[src/rtl/smart_pkg.sv]
// Constants for the health-monitoring command unit
//
// Notes on behaviour
// - Each attribute record: id, two flags, value, worst, six raw bytes, threshold.
// - Life remaining = 100 - avg/max erase * 100; max 3000 multi-level, 20000 single-level.
// - Bad-block value = 100*(allowed-current)/allowed, clamped between 1 and 100.
// - Current bad-block term is the largest count over all planes.
// - Read-thresholds returns exactly one sector by PIO data-in.
// - Autosave-enable subcommand sets autosave state to enabled.
// - While autosave enabled, device may save attributes on its own event.
// - Autosave state kept in persistent storage across power cycles and resets.
// - Autosave subcommand with count zero disables autosave.
// - Autosave subcommand with count F1h enables autosave.
// - Other autosave count values get one fixed, documented behaviour.
// - Disabled autosave still allows saves at power-on, power-off, error recovery.
// - Command arriving during autosave routine starts processing within 2 s.
// - Read-attribute-data returns exactly one sector of attribute records.
// - Link error count covers only time since power-on; cleared at power-off.
// - Uncorrectable-error attribute stays within 0 to 255.
package smart_pkg;

    // --------
    // Clock and timing
    // --------
    localparam longint CLK_HZ         = 250_000_000;
    localparam longint YIELD_TIME_S   = 2;
    localparam longint YIELD_CYCLES   = YIELD_TIME_S * CLK_HZ;
    localparam int     YIELD_W        = 29;

    // --------
    // Taskfile codes
    // --------
    localparam logic [7:0] CMD_SMART      = 8'hB0;
    localparam logic [7:0] SIG_CYL_LO     = 8'h4F;
    localparam logic [7:0] SIG_CYL_HI     = 8'hC2;
    localparam logic [7:0] FEAT_READ_DATA = 8'hD0;
    localparam logic [7:0] FEAT_READ_THR  = 8'hD1;
    localparam logic [7:0] FEAT_AUTOSAVE  = 8'hD2;
    localparam logic [7:0] CNT_AS_OFF     = 8'h00;
    localparam logic [7:0] CNT_AS_ON      = 8'hF1;
    localparam logic [7:0] STATUS_OK      = 8'h50;
    localparam logic [7:0] STATUS_ERR     = 8'h51;
    localparam logic [7:0] ERROR_NONE     = 8'h00;
    localparam logic [7:0] ERROR_ABORT    = 8'h04;
    localparam logic [7:0] DRIVE_HEAD_OUT = 8'hE0;

    // --------
    // Sector layout
    // --------
    localparam logic [8:0]  SECTOR_LAST   = 9'h1FF;
    localparam logic [8:0]  REC_BASE      = 9'h002;
    localparam logic [3:0]  REC_LAST_OFF  = 4'hB;
    localparam logic [3:0]  OFF_ID        = 4'h0;
    localparam logic [3:0]  OFF_FLAG0     = 4'h1;
    localparam logic [3:0]  OFF_FLAG1     = 4'h2;
    localparam logic [3:0]  OFF_VALUE     = 4'h3;
    localparam logic [3:0]  OFF_WORST     = 4'h4;
    localparam logic [3:0]  OFF_RAW       = 4'h5;
    localparam logic [3:0]  OFF_THR       = 4'hB;
    localparam logic [3:0]  OFF_THR_SECT  = 4'h1;
    localparam logic [15:0] SECTOR_REV    = 16'h0010;
    localparam int          NUM_ATTR      = 11;
    localparam logic [3:0]  ATTR_LAST     = 4'hA;

    localparam logic [7:0] ATTR_ID   [0:10] = '{8'h01, 8'h09, 8'h0C, 8'hA8, 8'hAA, 8'hAD,
                                               8'hC0, 8'hC2, 8'hDA, 8'hE7, 8'hF1};
    localparam logic [7:0] ATTR_FLAG [0:10] = '{8'h0B, 8'h12, 8'h12, 8'h12, 8'h03, 8'h12,
                                               8'h12, 8'h23, 8'h0B, 8'h13, 8'h32};
    localparam logic [7:0] ATTR_THR  [0:10] = '{8'h32, 8'h00, 8'h00, 8'h00, 8'h0A, 8'h00,
                                               8'h00, 8'h1E, 8'h32, 8'h00, 8'h00};

    // --------
    // Attribute arithmetic
    // --------
    localparam logic [7:0]  VAL_FULL       = 8'h64;
    localparam logic [7:0]  VAL_ZERO       = 8'h00;
    localparam logic [7:0]  BAD_MIN        = 8'h01;
    localparam logic [31:0] PCT_SCALE      = 32'h0000_0064;
    localparam logic [15:0] ERASE_MAX_MLC  = 16'h0BB8;
    localparam logic [15:0] ERASE_MAX_SLC  = 16'h4E20;
    localparam int          NPLANE         = 4;

    // --------
    // Data path
    // --------
    localparam int FIFO_WIDTH = 16;
    localparam int FIFO_DEPTH = 8;

endpackage

[src/rtl/smart_attribute_command_unit.sv]
// Health-monitoring command unit: attribute sectors and autosave control
`timescale 1ns/1ps
`default_nettype none
module smart_attribute_command_unit #(
    parameter logic [28:0] YIELD_CYCLES = 29'(smart_pkg::YIELD_CYCLES)
) (
    // Clock and reset
    input  wire logic        i_clk_sys,
    input  wire logic        i_rst_n,
    // Taskfile command
    input  wire logic        i_cmd_valid,
    output logic             o_cmd_ready,
    input  wire logic [7:0]  i_feature,
    input  wire logic [7:0]  i_count,
    input  wire logic [7:0]  i_cyl_lo,
    input  wire logic [7:0]  i_cyl_hi,
    input  wire logic [7:0]  i_command,
    // Completion
    output logic             o_done,
    output logic [7:0]       o_status,
    output logic [7:0]       o_error,
    output logic [7:0]       o_drive_head,
    // PIO data-in words
    output logic             o_data_valid,
    input  wire logic        i_data_ready,
    output logic [15:0]      o_data,
    // Attribute sources
    input  wire logic        i_uncorr_evt,
    input  wire logic        i_phy_err_evt,
    input  wire logic [15:0] i_power_on_hours,
    input  wire logic [31:0] i_power_cycles,
    input  wire logic [15:0] i_early_bad,
    input  wire logic [15:0] i_later_bad,
    input  wire logic [63:0] i_plane_bad,
    input  wire logic [15:0] i_bad_allowed,
    input  wire logic [15:0] i_max_erase,
    input  wire logic [15:0] i_avg_erase,
    input  wire logic        i_slc_mode,
    input  wire logic [31:0] i_power_loss,
    input  wire logic [7:0]  i_temp_cur,
    input  wire logic [7:0]  i_temp_low,
    input  wire logic [7:0]  i_temp_high,
    input  wire logic [31:0] i_crc_errs,
    input  wire logic [31:0] i_host_write_gb,
    // Persistent autosave state
    input  wire logic        i_nv_autosave,
    output logic             o_nv_wr,
    output logic             o_nv_autosave,
    output logic             o_autosave_en,
    // Attribute save control
    input  wire logic        i_save_event,
    input  wire logic        i_sys_save_event,
    input  wire logic        i_save_busy,
    output logic             o_save_req,
    output logic             o_save_yield
);
    typedef enum logic [1:0] {ST_IDLE, ST_YIELD, ST_BUILD, ST_DONE} state_t;

    // --------
    // Decode helpers
    // --------
    function automatic logic sig_ok(input logic [7:0] lo, input logic [7:0] hi,
                                    input logic [7:0] cmd);
        sig_ok = (lo == smart_pkg::SIG_CYL_LO) && (hi == smart_pkg::SIG_CYL_HI) &&
                 (cmd == smart_pkg::CMD_SMART);
    endfunction

    function automatic logic feat_known(input logic [7:0] feat, input logic [7:0] cnt);
        feat_known = (feat == smart_pkg::FEAT_READ_DATA) ||
                     (feat == smart_pkg::FEAT_READ_THR) ||
                     ((feat == smart_pkg::FEAT_AUTOSAVE) &&
                      ((cnt == smart_pkg::CNT_AS_OFF) || (cnt == smart_pkg::CNT_AS_ON)));
    endfunction

    state_t           state_r;
    logic [7:0]       feat_r;
    logic [7:0]       cnt_r;
    logic             abort_r;
    logic [28:0]      yield_cnt_r;
    logic [8:0]       pos_r;
    logic [3:0]       rec_r;
    logic [3:0]       off_r;
    logic [7:0]       sum_r;
    logic [7:0]       lo_byte_r;
    logic             autosave_r;
    logic             loaded_r;
    logic [7:0]       unc_cnt_r;
    logic [31:0]      phy_cnt_r;
    logic [7:0]       bad_val_r;
    logic [7:0]       life_r;
    logic [15:0]      plane_max;
    logic [31:0]      bad_q;
    logic [31:0]      life_q;
    logic [15:0]      erase_max;
    logic [47:0]      raw;
    logic [7:0]       val;
    logic [7:0]       worst;
    logic [7:0]       byte_now;
    logic             in_rec;
    logic             fifo_valid;
    logic             fifo_ready;
    logic             advance;
    logic             dispatch;
    logic             accept;

    assign accept      = i_cmd_valid && o_cmd_ready;
    assign o_cmd_ready = (state_r == ST_IDLE);
    assign o_autosave_en = autosave_r;
    assign o_save_yield  = (state_r == ST_YIELD);
    assign o_nv_autosave = autosave_r;

    // --------
    // Attribute arithmetic
    // --------

    // Largest bad-block count among planes
    always_comb begin
        plane_max = '0;
        for (int p = 0; p < smart_pkg::NPLANE; p++) begin
            if (i_plane_bad[p*16 +: 16] > plane_max) begin
                plane_max = i_plane_bad[p*16 +: 16];
            end
        end
    end

    // Bad-block and life-remaining percentages
    always_comb begin
        erase_max = i_slc_mode ? smart_pkg::ERASE_MAX_SLC : smart_pkg::ERASE_MAX_MLC;
        life_q    = ({16'h0, i_avg_erase} * smart_pkg::PCT_SCALE) / {16'h0, erase_max};
        if (i_bad_allowed == 16'h0 || plane_max >= i_bad_allowed) begin
            bad_q = 32'h0;
        end else begin
            bad_q = ({16'h0, 16'(i_bad_allowed - plane_max)} * smart_pkg::PCT_SCALE) /
                    {16'h0, i_bad_allowed};
        end
    end

    // Registered percentages, clamped
    always_ff @(posedge i_clk_sys or negedge i_rst_n) begin
        if (!i_rst_n) begin
            bad_val_r <= smart_pkg::BAD_MIN;
            life_r    <= smart_pkg::VAL_FULL;
        end else begin
            if (bad_q < 32'(smart_pkg::BAD_MIN)) begin
                bad_val_r <= smart_pkg::BAD_MIN;
            end else if (bad_q > 32'(smart_pkg::VAL_FULL)) begin
                bad_val_r <= smart_pkg::VAL_FULL;
            end else begin
                bad_val_r <= bad_q[7:0];
            end
            if (life_q >= 32'(smart_pkg::VAL_FULL)) begin
                life_r <= smart_pkg::VAL_ZERO;
            end else begin
                life_r <= 8'(smart_pkg::VAL_FULL - life_q[7:0]);
            end
        end
    end

    // Error counters, cleared at every power-on reset
    always_ff @(posedge i_clk_sys or negedge i_rst_n) begin
        if (!i_rst_n) begin
            unc_cnt_r <= 8'h00;
            phy_cnt_r <= 32'h0;
        end else begin
            if (i_uncorr_evt && unc_cnt_r != 8'hFF) begin
                unc_cnt_r <= unc_cnt_r + 8'h01;
            end
            if (i_phy_err_evt && phy_cnt_r != 32'hFFFF_FFFF) begin
                phy_cnt_r <= phy_cnt_r + 32'h1;
            end
        end
    end

    // --------
    // Sector byte generation
    // --------

    // Per-record value, worst and raw fields
    always_comb begin
        raw   = 48'h0;
        val   = smart_pkg::VAL_FULL;
        worst = smart_pkg::VAL_FULL;
        unique case (rec_r)
            4'h0: raw = {24'h0, unc_cnt_r, 16'h0};
            4'h1: raw = {32'h0, i_power_on_hours};
            4'h2: raw = {16'h0, i_power_cycles};
            4'h3: raw = {16'h0, phy_cnt_r};
            4'h4: begin
                val   = bad_val_r;
                worst = bad_val_r;
                raw   = {i_later_bad, 16'h0, i_early_bad};
            end
            4'h5: raw = {16'h0, i_avg_erase, i_max_erase};
            4'h6: raw = {16'h0, i_power_loss};
            4'h7: begin
                val   = 8'(smart_pkg::VAL_FULL - i_temp_cur);
                worst = 8'(smart_pkg::VAL_FULL - i_temp_high);
                raw   = {8'h0, i_temp_high, 8'h0, i_temp_low, 8'h0, i_temp_cur};
            end
            4'h8: raw = {16'h0, i_crc_errs};
            4'h9: raw = {40'h0, life_r};
            4'hA: begin
                val   = smart_pkg::VAL_ZERO;
                worst = smart_pkg::VAL_ZERO;
                raw   = {16'h0, i_host_write_gb};
            end
            default: raw = 48'h0;
        endcase
    end

    // Byte at the current sector position
    always_comb begin
        in_rec   = (pos_r >= smart_pkg::REC_BASE) && (rec_r <= smart_pkg::ATTR_LAST);
        byte_now = 8'h00;
        if (pos_r < smart_pkg::REC_BASE) begin
            byte_now = pos_r[0] ? smart_pkg::SECTOR_REV[15:8] : smart_pkg::SECTOR_REV[7:0];
        end else if (pos_r == smart_pkg::SECTOR_LAST) begin
            byte_now = 8'(~sum_r + 8'h01);
        end else if (in_rec && feat_r == smart_pkg::FEAT_READ_THR) begin
            if (off_r == smart_pkg::OFF_ID) begin
                byte_now = smart_pkg::ATTR_ID[rec_r];
            end else if (off_r == smart_pkg::OFF_THR_SECT) begin
                byte_now = smart_pkg::ATTR_THR[rec_r];
            end
        end else if (in_rec) begin
            unique case (off_r)
                smart_pkg::OFF_ID:    byte_now = smart_pkg::ATTR_ID[rec_r];
                smart_pkg::OFF_FLAG0: byte_now = smart_pkg::ATTR_FLAG[rec_r];
                smart_pkg::OFF_FLAG1: byte_now = 8'h00;
                smart_pkg::OFF_VALUE: byte_now = val;
                smart_pkg::OFF_WORST: byte_now = worst;
                smart_pkg::OFF_THR:   byte_now = smart_pkg::ATTR_THR[rec_r];
                default:              byte_now = raw[8*(off_r - smart_pkg::OFF_RAW) +: 8];
            endcase
        end
    end

    // Even bytes wait in a latch; odd bytes push a word and may stall
    assign fifo_valid = (state_r == ST_BUILD) && pos_r[0];
    assign advance    = (state_r == ST_BUILD) && (!pos_r[0] || fifo_ready);

    // Position, record and checksum counters
    always_ff @(posedge i_clk_sys or negedge i_rst_n) begin
        if (!i_rst_n) begin
            pos_r     <= 9'h0;
            rec_r     <= 4'h0;
            off_r     <= 4'h0;
            sum_r     <= 8'h00;
            lo_byte_r <= 8'h00;
        end else if (state_r != ST_BUILD) begin
            pos_r <= 9'h0;
            rec_r <= 4'h0;
            off_r <= 4'h0;
            sum_r <= 8'h00;
        end else if (advance) begin
            pos_r <= pos_r + 9'h1;
            sum_r <= sum_r + byte_now;
            if (!pos_r[0]) begin
                lo_byte_r <= byte_now;
            end
            if (pos_r >= smart_pkg::REC_BASE && rec_r <= smart_pkg::ATTR_LAST) begin
                if (off_r == smart_pkg::REC_LAST_OFF) begin
                    off_r <= 4'h0;
                    rec_r <= rec_r + 4'h1;
                end else begin
                    off_r <= off_r + 4'h1;
                end
            end
        end
    end

    // --------
    // Command sequencing
    // --------
    assign dispatch = (state_r == ST_YIELD) &&
                      (!i_save_busy || yield_cnt_r >= YIELD_CYCLES - 29'h1);

    // Main state machine
    always_ff @(posedge i_clk_sys or negedge i_rst_n) begin
        if (!i_rst_n) begin
            state_r <= ST_IDLE;
        end else begin
            unique case (state_r)
                ST_IDLE: if (accept) begin
                    state_r <= ST_YIELD;
                end
                ST_YIELD: if (abort_r) begin
                    state_r <= ST_DONE;
                end else if (dispatch) begin
                    state_r <= (feat_r == smart_pkg::FEAT_AUTOSAVE) ? ST_DONE : ST_BUILD;
                end
                ST_BUILD: if (advance && pos_r == smart_pkg::SECTOR_LAST) begin
                    state_r <= ST_DONE;
                end
                ST_DONE: state_r <= ST_IDLE;
            endcase
        end
    end

    // Command capture and abort decision
    always_ff @(posedge i_clk_sys or negedge i_rst_n) begin
        if (!i_rst_n) begin
            feat_r  <= 8'h00;
            cnt_r   <= 8'h00;
            abort_r <= 1'b0;
        end else if (accept) begin
            feat_r  <= i_feature;
            cnt_r   <= i_count;
            abort_r <= !sig_ok(i_cyl_lo, i_cyl_hi, i_command) ||
                       !feat_known(i_feature, i_count);
        end
    end

    // Bounded wait for a running save routine
    always_ff @(posedge i_clk_sys or negedge i_rst_n) begin
        if (!i_rst_n) begin
            yield_cnt_r <= 29'h0;
        end else if (state_r != ST_YIELD) begin
            yield_cnt_r <= 29'h0;
        end else if (i_save_busy) begin
            yield_cnt_r <= yield_cnt_r + 29'h1;
        end
    end

    // Completion status
    always_ff @(posedge i_clk_sys or negedge i_rst_n) begin
        if (!i_rst_n) begin
            o_done       <= 1'b0;
            o_status     <= smart_pkg::STATUS_OK;
            o_error      <= smart_pkg::ERROR_NONE;
            o_drive_head <= smart_pkg::DRIVE_HEAD_OUT;
        end else begin
            o_done <= (state_r == ST_DONE);
            if (state_r == ST_DONE) begin
                o_status     <= abort_r ? smart_pkg::STATUS_ERR : smart_pkg::STATUS_OK;
                o_error      <= abort_r ? smart_pkg::ERROR_ABORT : smart_pkg::ERROR_NONE;
                o_drive_head <= smart_pkg::DRIVE_HEAD_OUT;
            end
        end
    end

    // --------
    // Autosave state and save requests
    // --------

    // Load persisted state after reset, then follow commands
    always_ff @(posedge i_clk_sys or negedge i_rst_n) begin
        if (!i_rst_n) begin
            autosave_r <= 1'b0;
            loaded_r   <= 1'b0;
            o_nv_wr    <= 1'b0;
        end else begin
            loaded_r <= 1'b1;
            o_nv_wr  <= 1'b0;
            if (!loaded_r) begin
                autosave_r <= i_nv_autosave;
            end else if (dispatch && !abort_r && feat_r == smart_pkg::FEAT_AUTOSAVE) begin
                autosave_r <= (cnt_r == smart_pkg::CNT_AS_ON);
                o_nv_wr    <= 1'b1;
            end
        end
    end

    // Save request on own event when enabled, or on system events always
    always_ff @(posedge i_clk_sys or negedge i_rst_n) begin
        if (!i_rst_n) begin
            o_save_req <= 1'b0;
        end else begin
            o_save_req <= (i_save_event && autosave_r) || i_sys_save_event;
        end
    end

    // --------
    // Output word buffer
    // --------
    smart_word_fifo #(
        .WIDTH (smart_pkg::FIFO_WIDTH),
        .DEPTH (smart_pkg::FIFO_DEPTH)
    ) u_fifo (
        .i_clk_sys   (i_clk_sys),
        .i_rst_n     (i_rst_n),
        .i_in_valid  (fifo_valid),
        .o_in_ready  (fifo_ready),
        .i_in_data   ({byte_now, lo_byte_r}),
        .o_out_valid (o_data_valid),
        .i_out_ready (i_data_ready),
        .o_out_data  (o_data)
    );
endmodule
`default_nettype wire

[src/rtl/smart_word_fifo.sv]
// Word FIFO between the sector builder and the PIO data-in port
`timescale 1ns/1ps
`default_nettype none
module smart_word_fifo #(
    parameter int WIDTH = 16,
    parameter int DEPTH = 8
) (
    // Clock and reset
    input  wire logic             i_clk_sys,
    input  wire logic             i_rst_n,
    // Fill side
    input  wire logic             i_in_valid,
    output logic                  o_in_ready,
    input  wire logic [WIDTH-1:0] i_in_data,
    // Drain side
    output logic                  o_out_valid,
    input  wire logic             i_out_ready,
    output logic      [WIDTH-1:0] o_out_data
);
    localparam int AW = $clog2(DEPTH);

    logic [WIDTH-1:0] mem_r [0:DEPTH-1];
    logic [AW:0]      wr_ptr_r;
    logic [AW:0]      rd_ptr_r;
    logic             push;
    logic             pop;

    // Full and empty from pointer wrap bits
    assign o_out_valid = (wr_ptr_r != rd_ptr_r);
    assign o_in_ready  = !((wr_ptr_r[AW] != rd_ptr_r[AW]) &&
                           (wr_ptr_r[AW-1:0] == rd_ptr_r[AW-1:0]));
    assign push        = i_in_valid && o_in_ready;
    assign pop         = o_out_valid && i_out_ready;
    assign o_out_data  = mem_r[rd_ptr_r[AW-1:0]];

    // Storage write
    always_ff @(posedge i_clk_sys) begin
        if (push) begin
            mem_r[wr_ptr_r[AW-1:0]] <= i_in_data;
        end
    end

    // Pointers
    always_ff @(posedge i_clk_sys or negedge i_rst_n) begin
        if (!i_rst_n) begin
            wr_ptr_r <= '0;
            rd_ptr_r <= '0;
        end else begin
            if (push) begin
                wr_ptr_r <= wr_ptr_r + 1'b1;
            end
            if (pop) begin
                rd_ptr_r <= rd_ptr_r + 1'b1;
            end
        end
    end
endmodule
`default_nettype wire

[config.mk]
export PLATFORM = sky130hd
export DESIGN_NAME = smart_attribute_command_unit
export DESIGN_NICKNAME = d
export VERILOG_FILES = /design/src/rtl/smart_pkg.sv /design/src/rtl/smart_attribute_command_unit.sv /design/src/rtl/smart_word_fifo.sv
export SDC_FILE = /design/constraint.sdc
export NUM_CORES = 2
export LEC_CHECK = 0
export BUFFER_PORTS_ARGS = -buffer_cell sky130_fd_sc_hd__buf_2
export CORE_MARGIN = 2
export CORE_UTILIZATION = 24
export DETAILED_ROUTE_END_ITERATION = 16
export HOLD_SLACK_MARGIN = 0.05
export PLACE_DENSITY = 0.49
export SKIP_CTS_REPAIR_TIMING = 1
export SYNTH_ARGS = -nofsm -noshare
export SYNTH_HDL_FRONTEND = slang
export SYNTH_SLANG_ARGS = --single-unit
[constraint.sdc]
create_clock -name i_clk_sys -period 6.67 [get_ports i_clk_sys]
set_input_delay 1.334 -clock i_clk_sys [delete_from_list [all_inputs] [get_ports i_clk_sys]]
set_output_delay 1.334 -clock i_clk_sys [all_outputs]
set_load 0.005 [all_outputs]
==> impl_metrics.toml <==
[setup_path]
critPathKind = "input port to flip-flop"
cp.required_ns = 7.18
arrival_ns = 101.08
startpoint = "i_plane_bad[18]"
crit_path_frequent_cell = "o21a_1"
crit_path_end_kind = "flip-flop"
cpMaxStageDelayCell = "or4_4"
crit_path_start_kind = "input port"
cp_max_fo = 9
r2r_slack_ns = 0.61
slowest_delay_ns = 0.60
r2r_start = "rec_r[1]"

[final_layout]
drive_gt1_share_pct = 41.7
final_cell_mix = "buf_4, nand2_1, ha_1"
mostFrequentLayoutCell = "buf_4"
fin_area_um2 = 88200
num-fill-cells = 23700
fin_cells = 13500
nets = 11500
syn_to_final_growth_pct = 58.7
regArea_um2 = 7630
multi_input_area_um2 = 49500

[timing]
drv_slew = 0
fin_skew_ns = 0.0334
fmax_mhz = 9.94
slew_headroom_pct = 19.6
final-hold-violation-count = 0
finalSetupTns_ns = -770.47
rsz0062_at_grt = "yes"
setup_ws_ns = -93.89
fin_crit_sh_pct = 1510
setup_violations = 14
worst_slew_pin_slew_ns = 1.19
period_needed_ns = 100.56

[placed_design]
placed_cells = 13300
dp_slack_ns = -96.19
io_buffer_count = 388
dpl.hpwl_um = 213000
gp_congestion = 0.956
place_area_um2 = 83100

[drt]
ant_nets = 0
viasPerCell = 5.07
drt_wl_total_um = 258000
drc = 0
wire_per_inst_um = 19.0
initialDrtViolationCount = 3879
vias = 68700
dr.pass1.iters = 8

[synthesis]
synth_warnings = 0
netlist_instances = 7263
synth_edf_count = 128
async_flop_share_pct = 54.1
synth.cell_area_um2 = 55600
synth_flop_cell = "dfrtp_1"
synth_area_leader_cell = "ha_1"
netlist.area_leader.share_pct = 15.1
ys_types = 133
synth.area.top_cells = "ha_1, edfxtp_1, dfrtp_1, xnor2_1, nand2_1"
seq_area_frac_synth_pct = 13.7
synth_area_per_cell_um2 = 7.66
synth_seq_cells = 279

[floorplan]
rows = 176
io_pins = 411
core_area_um2 = 230000
dieArea_um2 = 236000
die_x_um = 485
fp.dieH_um = 485
initial_core_util_pct = 24.2

[cts]
clockBufferDepth = 3
worst_skew_pair.late_latency_ns = 0.58
numCtsBuffers = 26
cts-root-buf = "clkbuf_16"
cts_tree = "built"
ctsHtreeMaxLevel = 1
path_clk_slew_ns = 0.07
numClockSinks = 279

[grt]
grt_pass1_wl_um = 387000
globalRouteOverflowTotal = 0
grt_max_degree = 89
first_global_vias = 66800
antenna_found_initial = 30
grt_use_total_pct = 20.6

[worst_hold_path]
hp-start = "loaded_r"
hp-class = "flip-flop to flip-flop"

[run_status]
failed_checks = "setup timing"
status = "finished with violations"

[run]
maxCapViolCount = 0
==> worst max-delay path, delay by kind of cell <==
| kind | cells | cell delay (ns) |
|---|---|---|
| muxes | 8 | 2.04 |
| adders and majority gates | 39 | 10.19 |
| and+or+nand+nor | 109 | 16.76 |
| buffers and inverters | 40 | 4.06 |
| xor gates and xnor gates | 2 | 0.32 |
| AOI/OAI and AO/OA | 385 | 66.17 |
==> synthesized netlist by cell type (73+ instances only) <==
master    instances
nand3_1         201
ha_1            670
xor2_1          167
xnor2_1         295
nand2b_1         87
o31ai_1         179
dfrtp_1         147
a21o_1          159
edfxtp_1        128
and3_1           85
or3_1            77
clkbuf_1        174
a211oi_1         73
mux2i_1          96
and2_1          107
a21oi_1         439
nand4_1         110
nor3_1          405
nand2_1         661
o21a_1          314
o21ai_0         302
nor2_1          629
mux2_2          144
inv_1           307
==> final cells by class <==
type                    instances  share of cell area [%]
flip-flops and latches        279                    8.65
well taps                    3026                    4.29
multi-input cells            6425                    56.2
diodes                         17                  0.0482
clock buffers                  37                   0.830
clock inverters                11                   0.109
inverters                     312                    1.35
repair buffers               3430                    28.6
==> through the flow <==
stage | hold WS [ns] | util, %
2_1_floorplan | 0.449 | -
3_3_place_gp | 0.477 | 36.1
3_5_place_dp | 0.476 | 36.1
4_1_cts | 0.486 | 36.5
5_1_grt | 0.506 | 38.3
6_report | 0.486 | 38.3
==> layer usage <==
layer / track usage, % / wire, um
met5: 0 / 163
met4: 6.38 / 8730
met3: 2.04 / 10600
met2: 35.5 / 122000
met1: 27.0 / 116000
==> sequential cells by signal, indices dropped and copies added (netlist names) <==
signal and flops:
u_fifo.wr_ptr_r 4, loaded_r 1, yield_cnt_r 29, state_r 2, o_status 1, unc_cnt_r 8, u_fifo.mem_r 128, feat_r 8
o_save_req 1, rec_r 4, o_done 1, u_fifo.rd_ptr_r 4, bad_val_r 8, abort_r 1, phy_cnt_r 32, cnt_r 8
o_autosave_en 1, lo_byte_r 8, life_r 8, sum_r 8, o_nv_wr 1, off_r 4, pos_r 9
==> path summary, 6_finish.rpt <==
path	endpoint	depth (start not counted)
worst max register to register	sum_r[7]	27
worst max-delay path	bad_val_r[0]	583
max in group asynchronous	unc_cnt_r[0]	2
min in group asynchronous	lo_byte_r[3]	1
worst min register to register	o_autosave_en	1
worst min-delay path	o_autosave_en	1
==> cells by family (layout without fill, tap and decap cells) <==
family                     after synthesis  in the layout  share of synthesized area, %
AOI/OAI and AO/OA                     2235           2235                          28.3
xor gates and xnor gates               463            463                          7.31
adders and majority gates              698            698                          16.0
buffers and inverters                  582           3790                          4.27
DFF                                    279            279                          13.7
muxes                                  274            274                          6.00
other                                    2             42                        0.0135
and+or+nand+nor                       2730           2730                          24.4
Power is not shown: default switching activity piles up to over one toggle a cycle in this logic, so the estimate is an artifact.
